==> config.mk <==
export PLATFORM = sky130hd
export DESIGN_NAME = r3e_enable_gating
export DESIGN_NICKNAME = d
export VERILOG_FILES = /design/src/r3e_pkg.sv /design/src/r3e_enable_gating.sv
export SDC_FILE = /design/constraint.sdc
export NUM_CORES = 1
export LEC_CHECK = 0
export ABC_AREA = 1
export BUFFER_PORTS_ARGS = -buffer_cell sky130_fd_sc_hd__buf_4
export CORE_MARGIN = 3
export CORE_UTILIZATION = 50
export CTS_CLUSTER_DIAMETER = 80
export DETAILED_ROUTE_END_ITERATION = 8
export PLACE_DENSITY_LB_ADDON = 0.3
export RECOVER_POWER = 50
export SYNTH_ARGS = -nofsm -noshare
export SYNTH_HDL_FRONTEND = slang
export SYNTH_SLANG_ARGS = --single-unit
==> constraint.sdc <==
create_clock -name clk_sys -period 2.7 [get_ports clk_sys]
set_clock_uncertainty 0.15 [all_clocks]
set_input_delay 0.135 -clock clk_sys [delete_from_list [all_inputs] [get_ports clk_sys]]
set_output_delay 0.135 -clock clk_sys [all_outputs]
set_load 0.01 [all_outputs]
==> src/r3e_pkg.sv <==
// Package: register map, field layout and timing for the rail 3 enable gating block
package r3e_pkg;
    localparam logic [7:0] ADDR_GOOD_MASK_PRIMARY = 8'h0A;
    localparam logic [7:0] ADDR_GOOD_MASK_AND_SOURCE = 8'h0E;
    localparam logic [7:0] ADDR_EDGE_DELAYS = 8'h0F;
    localparam logic [7:0] RESET_GOOD_MASK_PRIMARY = 8'h00;
    localparam logic [7:0] RESET_GOOD_MASK_AND_SOURCE = 8'h00;
    localparam logic [7:0] RESET_EDGE_DELAYS = 8'h00;
    localparam int SRC_SEL_MSB = 4;
    localparam int SRC_SEL_LSB = 2;
    localparam int MASK_SWITCH_B2_LINEAR_A1_BIT = 1;
    localparam int MASK_SWITCH_B1_BIT = 0;
    localparam int FALL_DLY_MSB = 5;
    localparam int FALL_DLY_LSB = 3;
    localparam int RISE_DLY_MSB = 2;
    localparam int RISE_DLY_LSB = 0;
    localparam int NUM_GOOD = 10;
    localparam int CLK_PERIOD_NS = 10;
    localparam int MS_NS = 1000000;
    localparam int TICK_TIME_MS = 2;
    localparam int TICK_CYCLES = TICK_TIME_MS * MS_NS / CLK_PERIOD_NS;
    localparam int TICK_W = 21;
    localparam int DLY_W = 6;

    typedef enum logic [2:0] {
        SRC_PIN1, SRC_PIN2, SRC_PIN5, SRC_PIN4, SRC_PIN3, SRC_PIN34, SRC_PIN6, SRC_ONE
    } r3e_src_t;

    // Delay in 2 ms ticks: 0, 2, 4, 8, 16, 24, 32, 64 ms
    function automatic logic [DLY_W-1:0] r3e_ticks(input logic [2:0] code);
        unique case (code)
            3'h0: r3e_ticks = 6'h00;
            3'h1: r3e_ticks = 6'h01;
            3'h2: r3e_ticks = 6'h02;
            3'h3: r3e_ticks = 6'h04;
            3'h4: r3e_ticks = 6'h08;
            3'h5: r3e_ticks = 6'h0C;
            3'h6: r3e_ticks = 6'h10;
            3'h7: r3e_ticks = 6'h20;
        endcase
    endfunction
endpackage

==> src/r3e_enable_gating.sv <==
// Rail 3 enable source select, edge delay and power-good gating
`timescale 1ns/1ns
`default_nettype none
module r3e_enable_gating
    import r3e_pkg::*;
#(
    parameter int TICK_CYCLES_P = TICK_CYCLES
)
(
    input wire logic clk_sys,
    input wire logic reset,
    input wire logic [5:0] control_pin,
    input wire logic power_good_stepdown1,
    input wire logic power_good_stepdown2,
    input wire logic power_good_stepdown4,
    input wire logic power_good_stepdown5,
    input wire logic power_good_stepdown6,
    input wire logic power_good_switch_a1,
    input wire logic power_good_linear_a2,
    input wire logic power_good_linear_a3,
    input wire logic power_good_switch_b1,
    input wire logic power_good_switch_b2_linear_a1,
    input wire logic reg_write,
    input wire logic [7:0] reg_addr,
    input wire logic [7:0] reg_wdata,
    output logic [7:0] reg_rdata,
    output logic rail3_delayed_source,
    output logic rail3_enable
);
    import r3e_pkg::*;

    typedef struct packed {
        logic [7:0] mask_primary_r;
        logic [7:0] mask_source_r;
        logic [7:0] delays_r;
        logic [TICK_W-1:0] tick_cnt_r;
        logic [DLY_W-1:0] dly_cnt_r;
        logic src_delayed_r;
        logic enable_r;
        logic [7:0] rdata_r;
    } r3e_state_t;

    r3e_state_t st_r;
    r3e_state_t st_nxt;
    logic src_raw;
    logic goods_ok;
    logic [NUM_GOOD-1:0] good_vec;
    logic [NUM_GOOD-1:0] mask_vec;
    logic [DLY_W-1:0] target;
    r3e_src_t sel;

    always_comb
    begin
        sel = r3e_src_t'(st_r.mask_source_r[SRC_SEL_MSB:SRC_SEL_LSB]);
        unique case (sel)
            SRC_PIN1: src_raw = control_pin[0];
            SRC_PIN2: src_raw = control_pin[1];
            SRC_PIN5: src_raw = control_pin[4];
            SRC_PIN4: src_raw = control_pin[3];
            SRC_PIN3: src_raw = control_pin[2];
            SRC_PIN34: src_raw = control_pin[2] & control_pin[3];
            SRC_PIN6: src_raw = control_pin[5];
            SRC_ONE: src_raw = 1'b1;
        endcase
    end

    // Bit order of the primary mask register, then the two secondary masks
    assign good_vec = {power_good_switch_b2_linear_a1, power_good_switch_b1,
                       power_good_linear_a3, power_good_linear_a2, power_good_switch_a1,
                       power_good_stepdown6, power_good_stepdown5, power_good_stepdown4,
                       power_good_stepdown2, power_good_stepdown1};
    assign mask_vec = {st_r.mask_source_r[MASK_SWITCH_B2_LINEAR_A1_BIT],
                       st_r.mask_source_r[MASK_SWITCH_B1_BIT],
                       st_r.mask_primary_r};
    assign goods_ok = &(good_vec | mask_vec);

    always_comb
    begin
        st_nxt = st_r;
        target = src_raw ? r3e_ticks(st_r.delays_r[RISE_DLY_MSB:RISE_DLY_LSB])
                         : r3e_ticks(st_r.delays_r[FALL_DLY_MSB:FALL_DLY_LSB]);
        if (reg_write)
        begin
            if (reg_addr == ADDR_GOOD_MASK_PRIMARY)
                st_nxt.mask_primary_r = reg_wdata;
            if (reg_addr == ADDR_GOOD_MASK_AND_SOURCE)
                st_nxt.mask_source_r = reg_wdata;
            if (reg_addr == ADDR_EDGE_DELAYS)
                st_nxt.delays_r = reg_wdata;
        end
        unique case (reg_addr)
            ADDR_GOOD_MASK_PRIMARY: st_nxt.rdata_r = st_r.mask_primary_r;
            ADDR_GOOD_MASK_AND_SOURCE: st_nxt.rdata_r = st_r.mask_source_r;
            ADDR_EDGE_DELAYS: st_nxt.rdata_r = st_r.delays_r;
            default: st_nxt.rdata_r = 8'h00;
        endcase
        // Glitch shorter than the delay restarts the wait: edge is filtered, not queued
        if (src_raw == st_r.src_delayed_r)
        begin
            st_nxt.tick_cnt_r = '0;
            st_nxt.dly_cnt_r = '0;
        end
        else if (st_r.dly_cnt_r >= target)
        begin
            st_nxt.src_delayed_r = src_raw;
            st_nxt.tick_cnt_r = '0;
            st_nxt.dly_cnt_r = '0;
        end
        else if (st_r.tick_cnt_r == TICK_W'(TICK_CYCLES_P - 1))
        begin
            // Exact tick from the system clock, well inside the allowed spread
            st_nxt.tick_cnt_r = '0;
            st_nxt.dly_cnt_r = st_r.dly_cnt_r + 6'h01;
        end
        else
            st_nxt.tick_cnt_r = st_r.tick_cnt_r + 21'h000001;
        st_nxt.enable_r = st_nxt.src_delayed_r & goods_ok;
    end

    always_ff @(posedge clk_sys)
    begin
        if (reset)
        begin
            st_r <= '0;
            st_r.mask_primary_r <= RESET_GOOD_MASK_PRIMARY;
            st_r.mask_source_r <= RESET_GOOD_MASK_AND_SOURCE;
            st_r.delays_r <= RESET_EDGE_DELAYS;
        end
        else
            st_r <= st_nxt;
    end

    assign reg_rdata = st_r.rdata_r;
    assign rail3_delayed_source = st_r.src_delayed_r;
    assign rail3_enable = st_r.enable_r;

    enable_needs_source_a: assert property (@(posedge clk_sys) disable iff (reset)
        rail3_enable |-> rail3_delayed_source)
        else $error("enable high without delayed source");
    source_fall_drops_a: assert property (@(posedge clk_sys) disable iff (reset)
        $fell(rail3_delayed_source) |-> !rail3_enable)
        else $error("enable still high after source fell");
    masked_good_a: assert property (@(posedge clk_sys) disable iff (reset)
        (st_r.src_delayed_r && !power_good_stepdown1 && !st_r.mask_primary_r[0]
         && !reg_write) |=> !rail3_enable)
        else $error("unmasked low good did not block enable");
    good_order_a: assert property (@(posedge clk_sys) disable iff (reset)
        (!power_good_linear_a3 && !st_r.mask_primary_r[7] && !reg_write) |=> !rail3_enable)
        else $error("bit 7 does not guard linear a3 good");
    secondary_mask_a: assert property (@(posedge clk_sys) disable iff (reset)
        (!power_good_switch_b1 && !st_r.mask_source_r[0] && !reg_write) |=> !rail3_enable)
        else $error("bit 0 does not guard switch b1 good");
    const_source_a: assert property (@(posedge clk_sys) disable iff (reset)
        (sel == SRC_ONE) |-> src_raw)
        else $error("constant source not high");
    no_delay_rise_a: assert property (@(posedge clk_sys) disable iff (reset)
        (src_raw && !rail3_delayed_source && st_r.delays_r[2:0] == 3'h0 && !reg_write)
        |=> rail3_delayed_source)
        else $error("zero rise delay not immediate");
    delay_held_a: assert property (@(posedge clk_sys) disable iff (reset)
        (st_r.dly_cnt_r != '0 && st_r.dly_cnt_r < target) |=> $stable(rail3_delayed_source))
        else $error("delayed source moved before its delay");

    // Whole-path checks for SRC_ONE and SRC_PIN34, so a wrong decode cannot hide behind its own expression
    const_source_rise_a: assert property (@(posedge clk_sys) disable iff (reset)
        (sel == SRC_ONE && st_r.delays_r[RISE_DLY_MSB:RISE_DLY_LSB] == 3'h0 && !reg_write)
        |=> rail3_delayed_source)
        else $error("constant source did not raise delayed source");

    pair_needs_both_a: assert property (@(posedge clk_sys) disable iff (reset)
        (sel == SRC_PIN34 && !(control_pin[2] && control_pin[3]) && !reg_write
         && st_r.delays_r[FALL_DLY_MSB:FALL_DLY_LSB] == 3'h0) |=> !rail3_delayed_source)
        else $error("paired source high with one pin low");

    no_delay_fall_a: assert property (@(posedge clk_sys) disable iff (reset)
        (!src_raw && rail3_delayed_source
         && st_r.delays_r[FALL_DLY_MSB:FALL_DLY_LSB] == 3'h0) |=> !rail3_delayed_source)
        else $error("zero fall delay not immediate");

    early_edge_a: assert property (@(posedge clk_sys) disable iff (reset)
        (st_r.dly_cnt_r < target) |=> $stable(rail3_delayed_source))
        else $error("delayed source moved before its count");

    tick_bound_a: assert property (@(posedge clk_sys) disable iff (reset)
        st_r.tick_cnt_r <= TICK_W'(TICK_CYCLES_P - 1))
        else $error("tick counter ran past its period");

    enable_follows_a: assert property (@(posedge clk_sys) disable iff (reset)
        (rail3_delayed_source && src_raw && goods_ok) |=> rail3_enable)
        else $error("enable low with source and goods ready");

    good_drop_a: assert property (@(posedge clk_sys) disable iff (reset)
        !goods_ok |=> !rail3_enable)
        else $error("enable high with an unmasked good low");

    all_masked_a: assert property (@(posedge clk_sys) disable iff (reset)
        (&mask_vec && rail3_delayed_source && src_raw) |=> rail3_enable)
        else $error("fully masked goods still blocked enable");

    primary_write_a: assert property (@(posedge clk_sys) disable iff (reset)
        (reg_write && reg_addr == ADDR_GOOD_MASK_PRIMARY)
        |=> st_r.mask_primary_r == $past(reg_wdata))
        else $error("primary mask write lost");

    source_write_a: assert property (@(posedge clk_sys) disable iff (reset)
        (reg_write && reg_addr == ADDR_GOOD_MASK_AND_SOURCE)
        |=> st_r.mask_source_r == $past(reg_wdata))
        else $error("mask and source write lost");

    delays_write_a: assert property (@(posedge clk_sys) disable iff (reset)
        (reg_write && reg_addr == ADDR_EDGE_DELAYS)
        |=> st_r.delays_r == $past(reg_wdata))
        else $error("edge delay write lost");

    read_back_a: assert property (@(posedge clk_sys) disable iff (reset)
        (reg_addr == ADDR_EDGE_DELAYS) |=> reg_rdata == $past(st_r.delays_r))
        else $error("delay register read back wrong");
endmodule // r3e_enable_gating
`default_nettype wire

==> flow_summary.yaml, run 1 <==
die:
  rows: 30
  die_h_um: 91.3
  die_w_um: 91.3
  die_area_sq_um: 8330
  start_util_pct: 52.6
  core_sq_um: 6910
  io_pins: 45
setup_path:
  start_kind: "flop"
  endpoint_kind: "flop"
  r2r_start: "sel[1]"
  startpoint: "sel[1]"
  path_max_fanout: 21
  cp.arrival_ns: 2.58
  cp.required_ns: 2.84
  crit_type: "flop to flop"
grt:
  antenna_found_initial: 0
  grt_overflow: 0
  use_met3_pct: 4.64
  grt_use_total_pct: 19.0
  grt_pass1_vias: 2869
  grt_pass1_wl_mm: 12.9
  gr-usage-met1_pct: 23.8
  grt_max_degree: 22
  gr-max-usage-layer: "met2"
  grtUsageMet2_pct: 31.3
drt:
  viasPerCell: 4.88
  detail-route-antenna-nets: 0
  wire_per_inst_um: 12.1
  drt_first_pass_iters: 4
  vias: 3047
  drc: 0
  drtIter0Drc: 142
  wirelength_mm: 7.54
synth:
  synth_compound_area_share_pct: 8.43
  synth_xor_area_share_pct: 5.30
  yosys.area.top_type_share_pct: 40.2
  yosys.cell_types.count: 36
  synth_top_area_cell: "dfxtp_1"
  synthSimpleGateAreaFrac_pct: 30.1
  synth_edf_count: 0
  yosysWarnings: 0
  synth-main-ff-cell: "dfxtp_1"
  synthCells: 473
  synth.most_common_cell: "nand2_1"
  async_flop_share_pct: 0
  synth_area_leaders: "dfxtp_1 40%, nand2_1 8.9%, inv_1 7.4%"
  synth_area_sq_um: 3640
  synth_mux_area_share_pct: 1.38
  syn_area_per_cell_sq_um: 7.69
  syn_nets: 516
  synth_fa_ha_area_share_pct: 2.75
  synth-seq-area-share_pct: 40.2
  synth_top_family_by_area: "simple AND/OR/NAND/NOR gates"
  synth-seq-cells: 73
  synth_common_cells: "86 x nand2_1, 73 x dfxtp_1, 72 x inv_1"
clocking:
  htreeDepth: 3
  clk_transition_reported_paths_ns: 0.08
  cts_made_buffers: 9
  cts_tree: "built"
  clk_latency_ns: 0.35
  clock_path_buffers: 2
  clockRootBuffer: "clkbuf_8"
  clkSinkCount: 73
final_layout:
  finalNetCount: 567
  layout-drive-gt1-share_pct: 18.0
  synthToLayoutAreaGrowth_pct: 15.5
  diodes: 0
placement:
  dpl.hpwl_mm: 5.71
  gp_congestion: 0.892
  portBuffers: 44
  dp_slack_ns: 0.153
worst_hold_path:
  hp-start: "reg_write"
  hold_class: "input pin to flop"
flow_run:
  cap_viol_max_count: 0
sta:
  setup_tns_ns: 0
  hold_violations: 0
  slew_headroom_pct: 43.7
  setup_viol: 0
  period_needed_ns: 2.44
  rsz0062_at_grt: "no"
  slew_viol_final: 0
  max_freq_mhz: 410
  setup_slack_ns: 0.262
  worstMarginPinSlew_ns: 0.841
  fin_crit_sh_pct: 90.3
power:
  ir_drop_mv: 0.241
  power_density_nw_per_um2: 484
  leakagePower_nw: 1.77
run_status:
  status: "completed"
-- layout by cell type, fill, tap and decap left out, drive strengths merged, types with 17 or more instances in the layout --
cell | synthesis | final
a21oi | 22 | 22
xor2 | 17 | 17
nor2 | 70 | 70
buf | 14 | 34
nand3 | 23 | 23
clkbuf | 2 | 24
nand2 | 91 | 91
o21ai | 23 | 23
inv | 75 | 75
dfxtp | 73 | 73
-- worst max-delay path, stage by stage, from the launching register on --
cell	delay (ns)
dfxtp_2	0.38
inv_2	0.07
nand2_1	0.05
nand3_1	0.06
nand2_1	0.05
nand2_1	0.11
nand2_4	0.15
mux2i_1	0.20
ha_1	0.25
nand2_1	0.08
inv_1	0.04
a21oi_1	0.16
nand2_2	0.10
nor2_4	0.12
nand4_4	0.12
buf_12	0.18
nor2_2	0.08
-- area by class of cell --
class | count | area (sq um)
Multi-Input combinational cell | 307 | 1720
Fill cell | 653 | 2710
Sequential cell | 73 | 1460
Inverter | 77 | 290
Timing Repair Buffer | 56 | 410
Clock buffer | 11 | 141
Clock inverter | 4 | 53.8
Tap cell | 96 | 120
-- cells by family (layout without fill, tap and decap cells) --
| group | after synthesis | count (layout) |
|---|---|---|
| muxes | 5 | 5 |
| buffers and inverters | 93 | 148 |
| and+or+nand+nor | 216 | 216 |
| DFF | 73 | 73 |
| adders and majority gates | 8 | 8 |
| xor gates and xnor gates | 22 | 22 |
| AOI/OAI and AO/OA | 56 | 56 |
-- path summary, 6_finish.rpt --
path / end / slack (ns) / depth (start not counted)
max: st_r[17] / 0.26 / 16
min: st_r[40] / 0.11 / 4
max reg2reg: st_r[17] / 0.26 / 16
min reg2reg: st_r[43] / 0.31 / 2
-- timing repair --
item / CTS / global route
hold endpoints to repair: 19 / 0
setup buffers: 0 / 1
endpoints found under the setup margin: 0 / 27
hold buffers: 9 / 0
gates resized for setup: 0 / 7
-- routing by layer --
layer | wire [um] | up-vias | share of wire (%)
met5 | 0 | - | 0
met4 | 126 | 0 | 1.7
met3 | 257 | 14 | 3.4
met2 | 3660 | 55 | 49
met1 | 3490 | 1378 | 46
li1 | - | 1600 | -
-- per-stage QoR --
| stage | power (mW) | instance area (sq um) | hold WS, ns | util (%) | cells |
|---|---|---|---|---|---|
| floorplan | 1.14 | 3640 | 0.120 | - | 473 |
| global placement | 1.19 | 3980 | 0.243 | 57.6 | 599 |
| detailed placement | 1.20 | 3980 | 0.249 | 57.6 | 599 |
| CTS | 2.05 | 4260 | 0.0948 | 61.7 | 623 |
| global route | 2.11 | 4200 | 0.129 | 60.8 | 624 |
| finish | 2.03 | 4200 | 0.113 | 60.8 | 624 |
-- power breakdown --
part / internal (mW) / total, mW / switching [mW]
clock: 0.449 / 0.857 / 0.408
sequential: 1.08 / 1.08 / 0.00171
combinational: 0.0531 / 0.0986 / 0.0455
total: 1.58 / 2.03 / 0.455
Power figures use the tool's default switching activity.
==> inputs of run 2 (changes only) <==
--- a/config.mk
+++ b/config.mk
@@ -11,6 +11,7 @@
 export CORE_UTILIZATION = 50
 export CTS_CLUSTER_DIAMETER = 80
 export DETAILED_ROUTE_END_ITERATION = 8
+export GPL_TIMING_DRIVEN = 0
 export PLACE_DENSITY_LB_ADDON = 0.3
 export RECOVER_POWER = 50
 export SYNTH_ARGS = -nofsm -noshare
==> run 2 against run 1 <==
  * First-iteration DRC count decreased by 37%
  * Cell area increased by 3.6%
  * Critical path depth unchanged
  * Critical path type unchanged
  * Critical endpoint is now st_r[19]
  * Largest cell class unchanged
  * Largest power group unchanged
==> flow_summary.yaml, run 2 (synthesis gave the netlist of run 1 again) <==
drt:
  viasPerCell: 4.91
  drtIter0Drc: 89
  wirelength_mm: 7.81
  drc: 0
  vias: 3146
  wire_per_inst_um: 12.2
  detail-route-antenna-nets: 0
  drt_first_pass_iters: 5
grt:
  gr-usage-met1_pct: 23.6
  grt_use_total_pct: 19.8
  grt_max_degree: 13
  grt_pass1_wl_mm: 13.4
  grt_pass1_vias: 3036
  antenna_found_initial: 0
  grtUsageMet2_pct: 34.0
  gr-max-usage-layer: "met2"
  use_met3_pct: 4.31
  grt_overflow: 0
clocking:
  clk_transition_reported_paths_ns: 0.08
  cts_tree: "built"
  clock_path_buffers: 2
  clk_latency_ns: 0.34
  htreeDepth: 3
  clockRootBuffer: "clkbuf_8"
  cts_made_buffers: 9
  clkSinkCount: 73
setup_path:
  endpoint_kind: "flop"
  path_cells: "inv_2 > nand2_1 > nand3_1 > nand2_1 > nand2_2 > nand2_4 > mux2i_1 > ha_1 > nand2_1 > nand2_1 > a21oi_1 > nand2_1 > nor2_4 > nand4_4 > buf_12 > nor2_2"
  start_kind: "flop"
  path_max_fanout: 10
  crit_type: "flop to flop"
  rr_worst_depth: 16
  r2r_setup_slack_ns: 0.22
  crit_end: "st_r[19]"
  crit_top_cell: "nand2_1"
  cp.required_ns: 2.83
  cp.arrival_ns: 2.61
  startpoint: "sel[1]"
  critPathSlowestCell: "dfxtp_4"
  cpPeakStageDelay_ns: 0.38
  r2r_end: "st_r[19]"
  r2r_start: "sel[1]"
die:
  core_sq_um: 6910
  rows: 30
  die_w_um: 91.3
  die_h_um: 91.3
  start_util_pct: 52.6
  die_area_sq_um: 8330
  io_pins: 45
worst_hold_path:
  hold_class: "input pin to flop"
placement:
  gp_congestion: 0.892
  placed_cells: 613
  portBuffers: 44
  dpl.hpwl_mm: 5.90
sta:
  hold_violations: 0
  slew_headroom_pct: 53.9
  setup_tns_ns: 0
  max_freq_mhz: 404
  worstMarginPinSlew_ns: 0.689
  fin_crit_sh_pct: 91.7
  setup_viol: 0
  period_needed_ns: 2.48
  slew_viol_final: 0
final_layout:
  diodes: 0
  fin_cells: 641
  utilization_pct: 63.0
  finalNetCount: 583
  layout-drive-gt1-share_pct: 20.7
  layout_commonest_cell: "nand2_1"
  synthToLayoutAreaGrowth_pct: 19.7
  layout_common_cells: "86 x nand2_1, 73 x inv_1, 71 x dfxtp_1"
  n_fill_cell: 642
flow_run:
  cap_viol_max_count: 0
power:
  ir_drop_mv: 0.304
  combPwrFrac_pct: 5.1
  p_int_mw: 1.61
  switching_power_mw: 0.443
  power_density_nw_per_um2: 471
  netSwitchingFraction_pct: 21.6
  leakagePower_nw: 1.87
  clkPwrFrac_pct: 42.3
  p_seq_share_pct: 52.6
run_status:
  status: "completed"
==> run 2: per-layer routing <==
| metal | part of all wire, % | wire, um |
|---|---|---|
| met1 | 44 | 3440 |
| met2 | 49 | 3840 |
| met3 | 4.2 | 326 |
| met4 | 2.4 | 189 |
| met5 | 0 | 0 |
==> run 2: worst min path at each step <==
| stage | start | endpoint | depth (start not counted) |
|---|---|---|---|
| floorplan | reg_wdata[6] | mask_vec[6] | 2 |
| global placement | reg_wdata[6] | mask_vec[6] | 3 |
| detailed placement | reg_wdata[6] | mask_vec[6] | 3 |
| CTS | reg_write | st_r[43] | 4 |
| global route | reg_write | st_r[44] | 4 |
| finish | reg_write | st_r[44] | 4 |
==> run 2: stage by stage <==
stage	worst slack, ns	total power [mW]	cell area [sq um]	hold WS [ns]
after floorplan	0.323	1.14	3640	0.120
after global placement	0.0493	1.19	4090	0.233
after detailed placement	0.00337	1.20	4090	0.242
after CTS	0.0293	2.07	4380	0.0955
after global routing	-0.00887	2.12	4350	0.141
final	0.224	2.05	4350	0.119
==> run 2: critical path, delay by kind of cell, from the launching register on <==
family | cells | cell delay (ns)
compound gates | 1 | 0.11
mux | 1 | 0.22
flops | 1 | 0.38
buf+inv | 2 | 0.25
simple gates | 11 | 1.02
fa+ha+maj | 1 | 0.27
==> run 2: cell type report <==
type                    count  area (sq um)  area share (%)
flip-flops and latches     73          1470            33.7
clock inverters             5          53.8            1.24
well taps                  96           120            2.76
clock buffers              11           151            3.48
multi-input cells         307          1730            39.8
plain buffers              16           138            3.16
repair buffers             56           402            9.23
inverters                  77           290            6.67
==> run 2: power by group through the flow <==
stage               clock network, mW  registers (mW)  logic (mW)
floorplan                           0            1.10      0.0394
global placement                    0            1.10      0.0903
detailed placement                  0            1.10      0.0928
CTS                             0.889            1.08       0.103
global route                    0.925            1.08       0.114
finish                          0.867            1.08       0.104
==> run 2: what timing repair did <==
item,CTS,global route
endpoints found under the setup margin,5,27
gates resized for setup,1,8
hold endpoints to repair,20,0
hold buffers,9,0
pin swaps,0,2
buffers inserted,0,3
